### src/logic/pimc_pkg.sv
package pimc_pkg;

	// ********************************************************************
	// register indices and byte addresses
	// ********************************************************************
	// printed offsets are not all multiples of four, so each is an index
	localparam logic [11:0] PIMC_IDX_INT_STATUS = 12'h01b;
	localparam logic [11:0] PIMC_IDX_INT_MASK   = 12'h01f;
	localparam logic [11:0] PIMC_IDX_OP_CTRL0   = 12'h020;
	localparam logic [13:0] PIMC_ADDR_INT_STATUS = {PIMC_IDX_INT_STATUS, 2'b00};
	localparam logic [13:0] PIMC_ADDR_INT_MASK   = {PIMC_IDX_INT_MASK, 2'b00};
	localparam logic [13:0] PIMC_ADDR_OP_CTRL0   = {PIMC_IDX_OP_CTRL0, 2'b00};

	// ********************************************************************
	// field positions
	// ********************************************************************
	localparam int PIMC_BIT_PTP        = 2;
	localparam int PIMC_BIT_PHY        = 1;
	localparam int PIMC_BIT_ACL        = 0;
	localparam int PIMC_BIT_LOCAL_LB   = 7;
	localparam int PIMC_BIT_REMOTE_LB  = 6;
	localparam int PIMC_BIT_TAIL_TAG   = 2;
	localparam int PIMC_QSPLIT_LSB     = 0;

	// writable bits of each register; reserved bits read zero
	localparam logic [7:0] PIMC_MASK_WMASK = 8'h07;
	localparam logic [7:0] PIMC_OPC_WMASK  = 8'hc7;

	// ********************************************************************
	// reset values
	// ********************************************************************
	localparam logic [7:0] PIMC_RST_INT_MASK = 8'h00;
	localparam logic [7:0] PIMC_RST_OP_CTRL0 = 8'h00;
	localparam logic [7:0] PIMC_RST_STATUS   = 8'h00;
	localparam logic [2:0] PIMC_RST_QCOUNT   = 3'h1;

	// ********************************************************************
	// egress queue split encodings
	// ********************************************************************
	typedef enum logic [1:0] {
		PIMC_Q_ONE      = 2'b00,
		PIMC_Q_TWO      = 2'b01,
		PIMC_Q_FOUR     = 2'b10,
		PIMC_Q_RESERVED = 2'b11
	} pimc_qsplit_e;

	// ********************************************************************
	// axi4-lite responses
	// ********************************************************************
	localparam logic [1:0] PIMC_RESP_OKAY   = 2'b00;
	localparam logic [1:0] PIMC_RESP_SLVERR = 2'b10;

endpackage

### src/logic/pimc_port_ctrl.sv
// The AXI4-Lite register port was left to the implementer.
`timescale 1ns/100ps
`default_nettype none

// Functional notes
// - 8-bit mask gates port status onto interrupt
// - mask bit zero enables; resets to zero
// - bit 2 masks timestamp interrupt, PHY ports
// - bit 1 masks PHY interrupt, PHY ports
// - bit 0 masks access-list interrupt, all ports
// - control bit 7 loops fabric egress back
// - control bit 6 loops pins back out
// - remote loop: port receive feeds port transmit
// - control bit 2 enables tail tag, host port
// - field 1:0: 10 four, 01 two queues
// - 00 single queue at reset; 11 reserved
// - access-list status clears on mask-bit toggle
module pimc_port_ctrl
	import pimc_pkg::*;
#(
	parameter bit          HAS_PHY = 1'b1, // port carries an integrated PHY
	parameter int unsigned DATA_W  = 8     // width of the loopback data paths
) (
	input  wire logic              clock,          // core clock, 20 MHz
	input  wire logic              reset_n,        // synchronous reset, low
	input  wire logic              clk_en,         // freezes all state when low
	// axi4-lite slave
	input  wire logic [13:0]       s_axi_awaddr,   // write address
	input  wire logic              s_axi_awvalid,  // write address valid
	output logic                   s_axi_awready,  // write address ready
	input  wire logic [31:0]       s_axi_wdata,    // write data
	input  wire logic [3:0]        s_axi_wstrb,    // write byte strobes
	input  wire logic              s_axi_wvalid,   // write data valid
	output logic                   s_axi_wready,   // write data ready
	output logic [1:0]             s_axi_bresp,    // write response
	output logic                   s_axi_bvalid,   // write response valid
	input  wire logic              s_axi_bready,   // write response ready
	input  wire logic [13:0]       s_axi_araddr,   // read address
	input  wire logic              s_axi_arvalid,  // read address valid
	output logic                   s_axi_arready,  // read address ready
	output logic [31:0]            s_axi_rdata,    // read data
	output logic [1:0]             s_axi_rresp,    // read response
	output logic                   s_axi_rvalid,   // read data valid
	input  wire logic              s_axi_rready,   // read data ready
	// interrupt sources, one-cycle pulses from core logic
	input  wire logic              ev_ptp,         // combined timestamp event
	input  wire logic              ev_phy,         // integrated PHY event
	input  wire logic              ev_acl,         // access-list counter event
	output logic                   irq,            // port interrupt, high level
	// mode outputs to the MAC and queue manager
	output logic                   local_loop,     // fabric egress turned back
	output logic                   remote_loop,    // pin receive turned back
	output logic                   tail_tag_en,    // this port is the host port
	output logic [1:0]             queue_split,    // egress queue split code
	output logic [2:0]             queue_count,    // number of egress queues
	// loopback steering, port MAC side on the core clock
	input  wire logic [DATA_W-1:0] fab_tx_data,    // fabric toward egress
	input  wire logic              fab_tx_valid,   // fabric data valid
	input  wire logic [DATA_W-1:0] port_rx_data,   // received at port pins
	input  wire logic              port_rx_valid,  // received data valid
	output logic [DATA_W-1:0]      fab_rx_data,    // toward the fabric
	output logic                   fab_rx_valid,   // toward the fabric valid
	output logic [DATA_W-1:0]      port_tx_data,   // toward the port pins
	output logic                   port_tx_valid   // toward the pins valid
);

	// ********************************************************************
	// register storage
	// ********************************************************************
	logic [7:0]        int_mask_ff;
	logic [7:0]        op_ctrl_ff;
	logic [7:0]        int_status_ff;
	logic [7:0]        nxt_int_mask;
	logic [7:0]        nxt_op_ctrl;
	logic [7:0]        nxt_int_status;

	// ********************************************************************
	// bus state
	// ********************************************************************
	logic [13:0]       aw_addr_ff;
	logic [7:0]        w_byte_ff;
	logic              w_lane_ff;
	logic              awready_ff;
	logic              wready_ff;
	logic              bvalid_ff;
	logic [1:0]        bresp_ff;
	logic              arready_ff;
	logic              rvalid_ff;
	logic [31:0]       rdata_ff;
	logic [1:0]        rresp_ff;
	logic              irq_ff;
	logic [2:0]        qcount_ff;
	logic [DATA_W-1:0] fab_rx_data_ff;
	logic              fab_rx_valid_ff;
	logic [DATA_W-1:0] port_tx_data_ff;
	logic              port_tx_valid_ff;

	logic              do_write;
	logic              wr_mask;
	logic              wr_opc;
	logic              wr_status;
	logic [7:0]        impl_bits;

	// ********************************************************************
	// helpers
	// ********************************************************************
	// address decode shared by the read and write paths
	function automatic logic [1:0] pimc_decode(input logic [13:0] addr);
		logic [1:0] sel;
		sel = 2'd3;
		if (addr == PIMC_ADDR_INT_STATUS) begin
			sel = 2'd0;
		end else if (addr == PIMC_ADDR_INT_MASK) begin
			sel = 2'd1;
		end else if (addr == PIMC_ADDR_OP_CTRL0) begin
			sel = 2'd2;
		end
		return sel;
	endfunction

	// queue count from the split code; reserved code never stored
	function automatic logic [2:0] pimc_qcount(input logic [1:0] code);
		logic [2:0] cnt;
		cnt = 3'h1;
		case (code)
			PIMC_Q_TWO:  cnt = 3'h2;
			PIMC_Q_FOUR: cnt = 3'h4;
			default:     cnt = 3'h1;
		endcase
		return cnt;
	endfunction

	// status bits that exist on this port; timestamp and PHY need a PHY
	assign impl_bits = HAS_PHY ? 8'h07 : 8'h01;

	// ********************************************************************
	// axi4-lite write channel
	// ********************************************************************
	// address and data are taken in either order, then written together
	assign do_write  = !awready_ff && !wready_ff && !bvalid_ff;
	assign wr_status = do_write && w_lane_ff
		&& (pimc_decode(aw_addr_ff) == 2'd0);
	assign wr_mask   = do_write && w_lane_ff
		&& (pimc_decode(aw_addr_ff) == 2'd1);
	assign wr_opc    = do_write && w_lane_ff
		&& (pimc_decode(aw_addr_ff) == 2'd2);

	// write address capture
	always_ff @(posedge clock) begin
		if (!reset_n) begin
			awready_ff <= 1'b1;
			aw_addr_ff <= 14'h0000;
		end else if (clk_en) begin
			if (s_axi_awvalid && awready_ff) begin
				awready_ff <= 1'b0;
				aw_addr_ff <= {s_axi_awaddr[13:2], 2'b00};
			end else if (bvalid_ff && s_axi_bready) begin
				awready_ff <= 1'b1;
			end
		end
	end

	// write data capture; only byte lane 0 holds register bits
	always_ff @(posedge clock) begin
		if (!reset_n) begin
			wready_ff <= 1'b1;
			w_byte_ff <= 8'h00;
			w_lane_ff <= 1'b0;
		end else if (clk_en) begin
			if (s_axi_wvalid && wready_ff) begin
				wready_ff <= 1'b0;
				w_byte_ff <= s_axi_wdata[7:0];
				w_lane_ff <= s_axi_wstrb[0];
			end else if (bvalid_ff && s_axi_bready) begin
				wready_ff <= 1'b1;
			end
		end
	end

	// write response; unmapped addresses answer slverr and store nothing
	always_ff @(posedge clock) begin
		if (!reset_n) begin
			bvalid_ff <= 1'b0;
			bresp_ff  <= PIMC_RESP_OKAY;
		end else if (clk_en) begin
			if (do_write) begin
				bvalid_ff <= 1'b1;
				bresp_ff  <= (pimc_decode(aw_addr_ff) == 2'd3)
					? PIMC_RESP_SLVERR : PIMC_RESP_OKAY;
			end else if (bvalid_ff && s_axi_bready) begin
				bvalid_ff <= 1'b0;
			end
		end
	end

	// ********************************************************************
	// register updates
	// ********************************************************************
	// mask bits are active-high disables; reserved bits stay zero
	always_comb begin
		nxt_int_mask = int_mask_ff;
		if (wr_mask) begin
			nxt_int_mask = w_byte_ff & PIMC_MASK_WMASK;
		end
	end

	always_ff @(posedge clock) begin
		if (!reset_n) begin
			int_mask_ff <= PIMC_RST_INT_MASK;
		end else if (clk_en) begin
			int_mask_ff <= nxt_int_mask;
		end
	end

	// a write of the reserved split code leaves the split unchanged
	always_comb begin
		nxt_op_ctrl = op_ctrl_ff;
		if (wr_opc) begin
			nxt_op_ctrl = w_byte_ff & PIMC_OPC_WMASK;
			if (w_byte_ff[1:0] == PIMC_Q_RESERVED) begin
				nxt_op_ctrl[1:0] = op_ctrl_ff[1:0];
			end
		end
	end

	always_ff @(posedge clock) begin
		if (!reset_n) begin
			op_ctrl_ff <= PIMC_RST_OP_CTRL0;
		end else if (clk_en) begin
			op_ctrl_ff <= nxt_op_ctrl;
		end
	end

	// sticky status: events win over a clear in the same cycle
	always_comb begin
		nxt_int_status = int_status_ff;
		if (wr_status) begin
			// timestamp and PHY bits clear on a written one
			nxt_int_status[PIMC_BIT_PTP] = int_status_ff[PIMC_BIT_PTP]
				& ~w_byte_ff[PIMC_BIT_PTP];
			nxt_int_status[PIMC_BIT_PHY] = int_status_ff[PIMC_BIT_PHY]
				& ~w_byte_ff[PIMC_BIT_PHY];
		end
		// access-list bit ignores reads and writes, clears on a toggle
		if (nxt_int_mask[PIMC_BIT_ACL] != int_mask_ff[PIMC_BIT_ACL]) begin
			nxt_int_status[PIMC_BIT_ACL] = 1'b0;
		end
		nxt_int_status[PIMC_BIT_PTP] = nxt_int_status[PIMC_BIT_PTP] | ev_ptp;
		nxt_int_status[PIMC_BIT_PHY] = nxt_int_status[PIMC_BIT_PHY] | ev_phy;
		nxt_int_status[PIMC_BIT_ACL] = nxt_int_status[PIMC_BIT_ACL] | ev_acl;
		nxt_int_status = nxt_int_status & impl_bits;
	end

	always_ff @(posedge clock) begin
		if (!reset_n) begin
			int_status_ff <= PIMC_RST_STATUS;
		end else if (clk_en) begin
			int_status_ff <= nxt_int_status;
		end
	end

	// ********************************************************************
	// interrupt output
	// ********************************************************************
	// registered, so irq follows the status and mask one cycle later
	always_ff @(posedge clock) begin
		if (!reset_n) begin
			irq_ff <= 1'b0;
		end else if (clk_en) begin
			irq_ff <= |(int_status_ff & ~int_mask_ff & impl_bits);
		end
	end

	// ********************************************************************
	// axi4-lite read channel
	// ********************************************************************
	// one read in flight; arready drops until the data is taken
	always_ff @(posedge clock) begin
		if (!reset_n) begin
			arready_ff <= 1'b1;
			rvalid_ff  <= 1'b0;
			rdata_ff   <= 32'h0000_0000;
			rresp_ff   <= PIMC_RESP_OKAY;
		end else if (clk_en) begin
			if (s_axi_arvalid && arready_ff) begin
				arready_ff <= 1'b0;
				rvalid_ff  <= 1'b1;
				rresp_ff   <= PIMC_RESP_OKAY;
				if (pimc_decode(s_axi_araddr) == 2'd0) begin
					rdata_ff <= {24'h000000, int_status_ff};
				end else if (pimc_decode(s_axi_araddr) == 2'd1) begin
					rdata_ff <= {24'h000000, int_mask_ff};
				end else if (pimc_decode(s_axi_araddr) == 2'd2) begin
					rdata_ff <= {24'h000000, op_ctrl_ff};
				end else begin
					rdata_ff <= 32'h0000_0000;
					rresp_ff <= PIMC_RESP_SLVERR;
				end
			end else if (rvalid_ff && s_axi_rready) begin
				rvalid_ff  <= 1'b0;
				arready_ff <= 1'b1;
			end
		end
	end

	// ********************************************************************
	// queue count
	// ********************************************************************
	always_ff @(posedge clock) begin
		if (!reset_n) begin
			qcount_ff <= PIMC_RST_QCOUNT;
		end else if (clk_en) begin
			qcount_ff <= pimc_qcount(op_ctrl_ff[1:0]);
		end
	end

	// ********************************************************************
	// loopback steering
	// ********************************************************************
	// remote loop has no elastic buffer: rates must match, so only short
	// bursts survive; the partner is expected to keep frames few and small
	always_ff @(posedge clock) begin
		if (!reset_n) begin
			port_tx_data_ff  <= '0;
			port_tx_valid_ff <= 1'b0;
		end else if (clk_en) begin
			if (op_ctrl_ff[PIMC_BIT_REMOTE_LB]) begin
				port_tx_data_ff  <= port_rx_data;
				port_tx_valid_ff <= port_rx_valid;
			end else if (op_ctrl_ff[PIMC_BIT_LOCAL_LB]) begin
				port_tx_data_ff  <= '0;
				port_tx_valid_ff <= 1'b0;
			end else begin
				port_tx_data_ff  <= fab_tx_data;
				port_tx_valid_ff <= fab_tx_valid;
			end
		end
	end

	// fabric side: local loop turns egress back, remote loop bypasses
	always_ff @(posedge clock) begin
		if (!reset_n) begin
			fab_rx_data_ff  <= '0;
			fab_rx_valid_ff <= 1'b0;
		end else if (clk_en) begin
			if (op_ctrl_ff[PIMC_BIT_LOCAL_LB]) begin
				fab_rx_data_ff  <= fab_tx_data;
				fab_rx_valid_ff <= fab_tx_valid;
			end else if (op_ctrl_ff[PIMC_BIT_REMOTE_LB]) begin
				fab_rx_data_ff  <= '0;
				fab_rx_valid_ff <= 1'b0;
			end else begin
				fab_rx_data_ff  <= port_rx_data;
				fab_rx_valid_ff <= port_rx_valid;
			end
		end
	end

	// ********************************************************************
	// output drive
	// ********************************************************************
	// tail tag is only a per-port level; one host port is software's duty
	assign tail_tag_en   = op_ctrl_ff[PIMC_BIT_TAIL_TAG];
	assign local_loop    = op_ctrl_ff[PIMC_BIT_LOCAL_LB];
	assign remote_loop   = op_ctrl_ff[PIMC_BIT_REMOTE_LB];
	assign queue_split   = op_ctrl_ff[PIMC_QSPLIT_LSB +: 2];
	assign queue_count   = qcount_ff;
	assign irq           = irq_ff;
	assign s_axi_awready = awready_ff;
	assign s_axi_wready  = wready_ff;
	assign s_axi_bvalid  = bvalid_ff;
	assign s_axi_bresp   = bresp_ff;
	assign s_axi_arready = arready_ff;
	assign s_axi_rvalid  = rvalid_ff;
	assign s_axi_rdata   = rdata_ff;
	assign s_axi_rresp   = rresp_ff;
	assign fab_rx_data   = fab_rx_data_ff;
	assign fab_rx_valid  = fab_rx_valid_ff;
	assign port_tx_data  = port_tx_data_ff;
	assign port_tx_valid = port_tx_valid_ff;

endmodule

`default_nettype wire

### config.mk
export PLATFORM = sky130hd
export DESIGN_NAME = pimc_port_ctrl
export DESIGN_NICKNAME = d
export VERILOG_FILES = /design/src/logic/pimc_pkg.sv /design/src/logic/pimc_port_ctrl.sv
export SDC_FILE = /design/constraint.sdc
export NUM_CORES = 1
export LEC_CHECK = 0
export BUFFER_PORTS_ARGS = -buffer_cell sky130_fd_sc_hd__buf_2
export CAP_MARGIN = 10
export CORE_ASPECT_RATIO = 0.9
export CORE_UTILIZATION = 47
export CTS_CLUSTER_SIZE = 24
export DETAILED_ROUTE_END_ITERATION = 8
export PLACE_DENSITY = 0.85
export REMOVE_ABC_BUFFERS = 1
export SKIP_LAST_GASP = 1
export SLEW_MARGIN = 20
export SYNTH_ARGS = -nofsm -noshare
export SYNTH_HDL_FRONTEND = slang
export SYNTH_SLANG_ARGS = --single-unit
export TNS_END_PERCENT = 100
### constraint.sdc
create_clock -name clock -period 4.6 [get_ports clock]
set_input_delay 0.92 -clock clock [delete_from_list [all_inputs] [get_ports clock]]
set_output_delay 0.92 -clock clock [all_outputs]
set_load 0.01 [all_outputs]
==> impl_results.md, run 1 <==
- Cts hold-fix bufs: 0
- Initial core utilization: 0.494
- Final Cell Area: 3440 sq um
- Failing checks: design-rule violations
- Seq/Total Area, Yosys: 0.443
- Critical path capture point type: flip-flop
- Syn Inst Count: 328
- Gr ovfl total: 0
- Status: finished with violations
- Largest stage delay, worst path: 480 ps
- CP startpoint: clk_en
- Fmax achieved: 0.409 GHz
- CTS tree: done
- Max Cap Violations: 0
- Die Y: 75.8 um
- Critical-path cell list: buf_2 > nor4b_4 > nand4_2 > or3_1 > mux2i_1
- Chip width: 84.0 um
- Port Buf Inserts: 99
- Peak supply drop: 0.194 mV
- DRC Markers: 24
- Clock transition at the registers of the reported paths: 70 ps
- Max FO, Critical Path: 32
- Cell Rows: 26
- Total setup buffers inserted after CTS: 0
- Hold Path End: aw_addr_ff[12]
- Yosys warns: 0
- Number of synthesized flops with an enable pin: 0
- Root Buffer: clkbuf_8
- DIE AREA: 6370 sq um
- DR vias: 2660
- Asr flop ratio synth: 0
- GRT Overall Usage: 0.209
- R2R Path Start: s_axi_bvalid
- WL per Instance: 13.6 um
- Detail Placement HPWL: 4770 um
- Syn_area_per_cell: 8.68 sq um
- Vias in the first global route: 2335
- Global-route wire length before repair: 10400 um
- Hold Crit Start: aw_addr_ff[12]
- DRT Pass-1 Iters: 7
- Post-CTS sizing: 0
- Final WL: 6740 um
- R2R depth: 4
- Final Hold Fails: 0
- Share of layout cells above drive strength 1: 0.294
- Post-route setup slack: 2150 ps
- Initial DRC count: 173
- Startpoint Class: primary input
- ANT nets after route: 0
- Hold Crit Class: flip-flop to flip-flop
- Crit-path leading delay family: simple AND/OR/NAND/NOR gates
- Largest net degree at the start of global routing: 33
- Primary FF master, synth: dfxtp_1
- DR vias/cell: 5.37
- Max-Slew Margin vs Limit: 0.518
- Placed Area: 3260 sq um
- P&R area growth vs syn: 20.7%
- Initial antenna violation count: 0
- Unrepaired setup endpoints after global routing: false
- TNS Setup: 0 ps
- Reg2reg setup slack: 2920 ps
- Worst EP required: 4810 ps
- Number of synthesized register bits: 63
- Netlist cell types: 40
- Final Critical Period: 2450 ps
- CTS Sinks: 63
- Power per Cell Area: 332 nW/um^2
- Slew @ Worst Pin: 722 ps
- Worst Skew: 5.68 ps
- CTS Buf Count: 9
- Nets: 515
- R2r endpoint: int_mask_ff[0]
- Final Wtd Congestion: 0.766
- Worst Path Arrival: 2660 ps
- Slowest CP cell: buf_2
- Syn Std Cell Area: 2850 sq um
- Slew Limit Fails: 0
- Hold depth: 2
- Buf/Inv on CP: 1
- Io pins: 161
- Clk buf depth: 2
- CP Class: primary input to flip-flop
- Leakage power: 1.61 nW
- Antenna diodes: 0
- Htree depth: 3
- Total core area: 5760 sq um
- Final period utilization: 0.532
- Pre-CTS setup slack: 1820 ps
- Final setup viols: 0
- Skew-Pair Late Insertion Delay: 330 ps
Yosys cell counts, types with 4 or more instances:
cell type | n | area (sq um)
a21oi_1 | 18 | 90.1
o21ai_0 | 5 | 25.0
buf_4 | 29 | 218
clkbuf_1 | 15 | 56.3
a211oi_1 | 20 | 150
mux2i_1 | 15 | 150
dfxtp_1 | 63 | 1260
nor4_1 | 4 | 25.0
inv_1 | 7 | 26.3
nor2_1 | 35 | 131
nand2_1 | 47 | 176
nand3_1 | 7 | 35.0
a22oi_1 | 21 | 158
layer usage:
layer	track usage	wire length, um	vias to the layer above
met2	0.362	3250	115
met1	0.251	3000	1232
met4	0.121	126	0
li1	-	-	1301
met5	0	0	-
met3	0.0401	370	12
where the power goes:
group | switching (W) | internal (W) | total, W
Clock | 0.000212 | 0.000207 | 0.000419
Sequential | 0.0000166 | 0.000570 | 0.000587
Combinational | 0.0000790 | 0.0000564 | 0.000135
how the worst max path moves through the flow:
stage,endpoint,slack (ps),cells past startpoint
CTS,s_axi_rdata[0],2160,5
finish,int_mask_ff[0],2150,5
global route,s_axi_rdata[1],2010,5
floorplan,s_axi_rdata[2],2420,4
detailed placement,int_mask_ff[0],1820,5
global placement,int_mask_ff[0],1870,5
sequential cells by signal, summed over array words and instances (netlist names), 3 cells and up:
register       cells
fab_rx_data        8
aw_addr_ff        12
s_axi_rdata        5
int_mask_ff        3
int_status_ff      3
queue_count        3
w_byte_ff          5
port_tx_data       8
op_ctrl_ff         5
final cells by class:
type	count	area (sq um)
Fill cell	525	2320
Clock inverter	6	36.3
Clock buffer	10	138
Inverter	7	26.3
Timing Repair Buffer	101	510
Sequential cell	63	1260
Multi-Input combinational cell	238	1380
Tap cell	70	87.6
placed cells by master, fill, tap and decap left out, types with 2 or more instances in the layout:
cell type  instances
clkbuf_8          10
nand3_1            7
nor3_1             3
conb_1            29
a311oi_1           2
o21ai_0            5
mux2i_1           15
or3_1              2
a22oi_1           21
o211a_1            2
or2_2              2
a211oi_1          20
inv_1              7
dfxtp_1           63
buf_4              2
nand2_1           47
a32oi_1            2
a21oi_1           18
and3_1             2
nor2_1            34
nand4_1            2
clkinv_2           4
buf_2             99
or4_1              2
nor4_1             4
ha_1               2
o31ai_1            3
through the flow:
stage	cells	util	hold slack (ps)	power [W]
floorplan	308	-	436	0.000666
global placement	479	0.566	445	0.000728
detailed placement	479	0.566	458	0.000733
CTS	495	0.596	467	0.00115
global route	495	0.597	487	0.00119
finish	495	0.597	464	0.00114
logic make-up (layout without fill, tap and decap cells):
family	count (synthesis)	after routing	synth area share
compound gates	76	76	0.185
xor+xnor	1	1	0.00308
flops	63	63	0.443
fa+ha+maj	2	2	0.00879
simple gates	115	115	0.195
mux	15	15	0.0527
other cells	1	29	0.00132
buf+inv	55	124	0.111
worst register-to-register path: stages (launching register included):
cell	delay (ps)
dfxtp_1	350
nor4b_4	380
nand4_2	210
or3_1	470
mux2i_1	150
No activity file was read; power rests on OpenSTA's default activity.
==> run 2, diff against run 1 <==
- CORE_UTILIZATION: 47 -> 40
- PLACE_DENSITY: 0.85 -> 0.77
- clock period: 4.6 -> 2.15 ns (I/O delays scaled with it)
==> run 2 against run 1 <==
  * Flip-flop and latch count stayed put
  * Via count is 1.3% lower
  * Non-clock buffer count is 4 higher
  * First-iteration DRC count is 32% lower
  * Sequential share of layout area is 0.75 points lower
  * Cell count is 4.8% higher
  * Final area is 2.1% higher
  * Register-to-register slack worse by 2500 ps
  * Die area is 17% higher
  * Largest cell class unchanged
  * Worst setup slack worse by 1700 ps
  * Core utilization is 7.5 points lower
  * Sequential power is 110% higher
  * The run now ends clean
==> impl_results.md, run 2 (synthesis gave the netlist of run 1 again) <==
- Share of layout cells above drive strength 1: 0.296 (+0.00192)
- Total core area: 6730 sq um (+17%)
- Unrepaired setup endpoints after global routing: false
- Worst Skew: 7.04 ps (+1.36 ps)
- Clock transition at the registers of the reported paths: 70 ps (about the same)
- Status: finished, final reports clean
- Cts hold-fix bufs: 0 (unchanged)
- Max FO, Critical Path: 6 (-81%)
- Final Critical Period: 1730 ps
- CP startpoint: s_axi_bvalid
- Buf/Inv on CP: 0 (-1)
- Hold Crit Class: primary input to flip-flop
- Cell Rows: 28 (+7.7%)
- Final WL: 6860 um (+1.7%)
- Final Hold Fails: 0 (unchanged)
- CTS Sinks: 63 (unchanged)
- CTS Buf Count: 9 (unchanged)
- Initial antenna violation count: 0 (unchanged)
- Hold Crit Start: s_axi_wdata[7]
- DRT Pass-1 Iters: 4 (-3)
- DR vias/cell: 5.06 (-5.8%)
- Power per Cell Area: 725 nW/um^2 (+120%)
- R2R Path Start: s_axi_bvalid
- CP Class: flip-flop to flip-flop
- Placed Area: 3310 sq um (+1.7%)
- Crit-path leading delay family: simple AND/OR/NAND/NOR gates
- Global-route wire length before repair: 10800 um (+4.3%)
- ANT nets after route: 0 (unchanged)
- Htree depth: 3 (unchanged)
- TNS Setup: 0 ps (unchanged)
- Detail Placement HPWL: 4910 um (+2.8%)
- Worst Path Arrival: 1970 ps (-690 ps)
- CTS tree: done
- Commonest non-fill, non-tap cell in the layout: buf_2
- Port Buf Inserts: 99 (unchanged)
- Startpoint Class: flip-flop
- Die Y: 82.0 um (+8.2%)
- Total setup buffers inserted after CTS: 0 (unchanged)
- Most flops, register: aw_addr_ff
- Critical path capture point type: flip-flop
- Most frequent cells in the layout: buf_2 (99), dfxtp_1 (63), nand2_1 (47)
- Post-CTS sizing: 0 (unchanged)
- P&R area growth vs syn: 23.2%
- Max-Slew Margin vs Limit: 0.518 (-0.000659)
- Utilization after layout: 0.521 (-0.0753)
- Slew @ Worst Pin: 723 ps (+0.989 ps)
- Antenna diodes: 0 (unchanged)
- Slew Limit Fails: 0 (unchanged)
- Largest stage delay, worst path: 400 ps (-80 ps)
- Final period utilization: 0.804
- Worst EP required: 2390 ps (-2420 ps)
- DR vias: 2626 (-1.3%)
- Clk buf depth: 2 (unchanged)
- Max Cap Violations: 0 (unchanged)
- DIE AREA: 7460 sq um (+17%)
- Nets: 519 (+0.78%)
- Io pins: 161 (unchanged)
- Number of flip-flops under the largest register name: 12 (unchanged)
- DRC Markers: 0 (-100%)
- Gr ovfl total: 0 (unchanged)
- Leakage power: 1.64 nW (+1.8%)
- Peak supply drop: 0.360 mV (+86%)
- Skew-Pair Late Insertion Delay: 330 ps (about the same)
- Critical-path cell list: nor4b_4 > nand4_2 > or3_1 > a211oi_1
- Final setup viols: 0 (unchanged)
- Initial core utilization: 0.423 (-0.0712)
- WL per Instance: 13.2 um (-3.0%)
- Root Buffer: clkbuf_8
- GRT Overall Usage: 0.184 (-0.0252)
- Initial DRC count: 118 (-32%)
- Final Wtd Congestion: 0.812 (+6.1%)
- Chip width: 90.9 um (+8.2%)
- Largest net degree at the start of global routing: 48 (+45%)
- Final Cell Area: 3510 sq um (+2.1%)
- Fmax achieved: 0.578 GHz
- Vias in the first global route: 2352 (+0.73%)
- Slowest CP cell: or3_1
run 2: per-stage QoR:
| step | setup WS [ps] | power, W | hold WS [ps] | std cells |
|---|---|---|---|---|
| 6_report | 421 | 0.00254 | 330 | 519 |
| 5_1_grt | 272 | 0.00267 | 329 | 519 |
| 4_1_cts | 387 | 0.00257 | 317 | 519 |
| 3_5_place_dp | 161 | 0.00157 | 450 | 503 |
| 3_3_place_gp | 225 | 0.00157 | 446 | 503 |
| 2_1_floorplan | 457 | 0.00142 | 436 | 308 |
run 2: worst paths after layout:
check	end	slack [ps]	depth (start not counted)
min reg2reg	aw_addr_ff[11]	460	2
min	w_byte_ff[7]	330	3
max	op_ctrl_ff[1]	420	4
max reg2reg	op_ctrl_ff[1]	420	4
run 2: area by class of cell:
class                      count  area, sq um
clock buffer                  12          145
tap                           90          113
timing repair buffer         105          541
inverter                       7         26.3
clock inverter                 4         45.0
sequential                    63         1260
fill                         669         3220
multi-input combinational    238         1380
run 2: where the power goes:
| part | switching (W) | internal [W] |
|---|---|---|
| clock | 0.000432 | 0.000562 |
| combinational | 0.000168 | 0.000123 |
| sequential | 0.0000366 | 0.00122 |
| total | 0.000637 | 0.00191 |
run 2: layer usage:
metal  share of wire  GRT usage  up-vias
met3           0.061     0.0454       11
met2            0.45      0.301       98
met4           0.019     0.0873        0
met1            0.47      0.231     1217
li1                -          -     1300
met5               0          0        -
run 2: tightest hold or removal path, cell delays in order:
cell	delay, ps
buf_2	80
mux2i_1	50
nor2_1	70
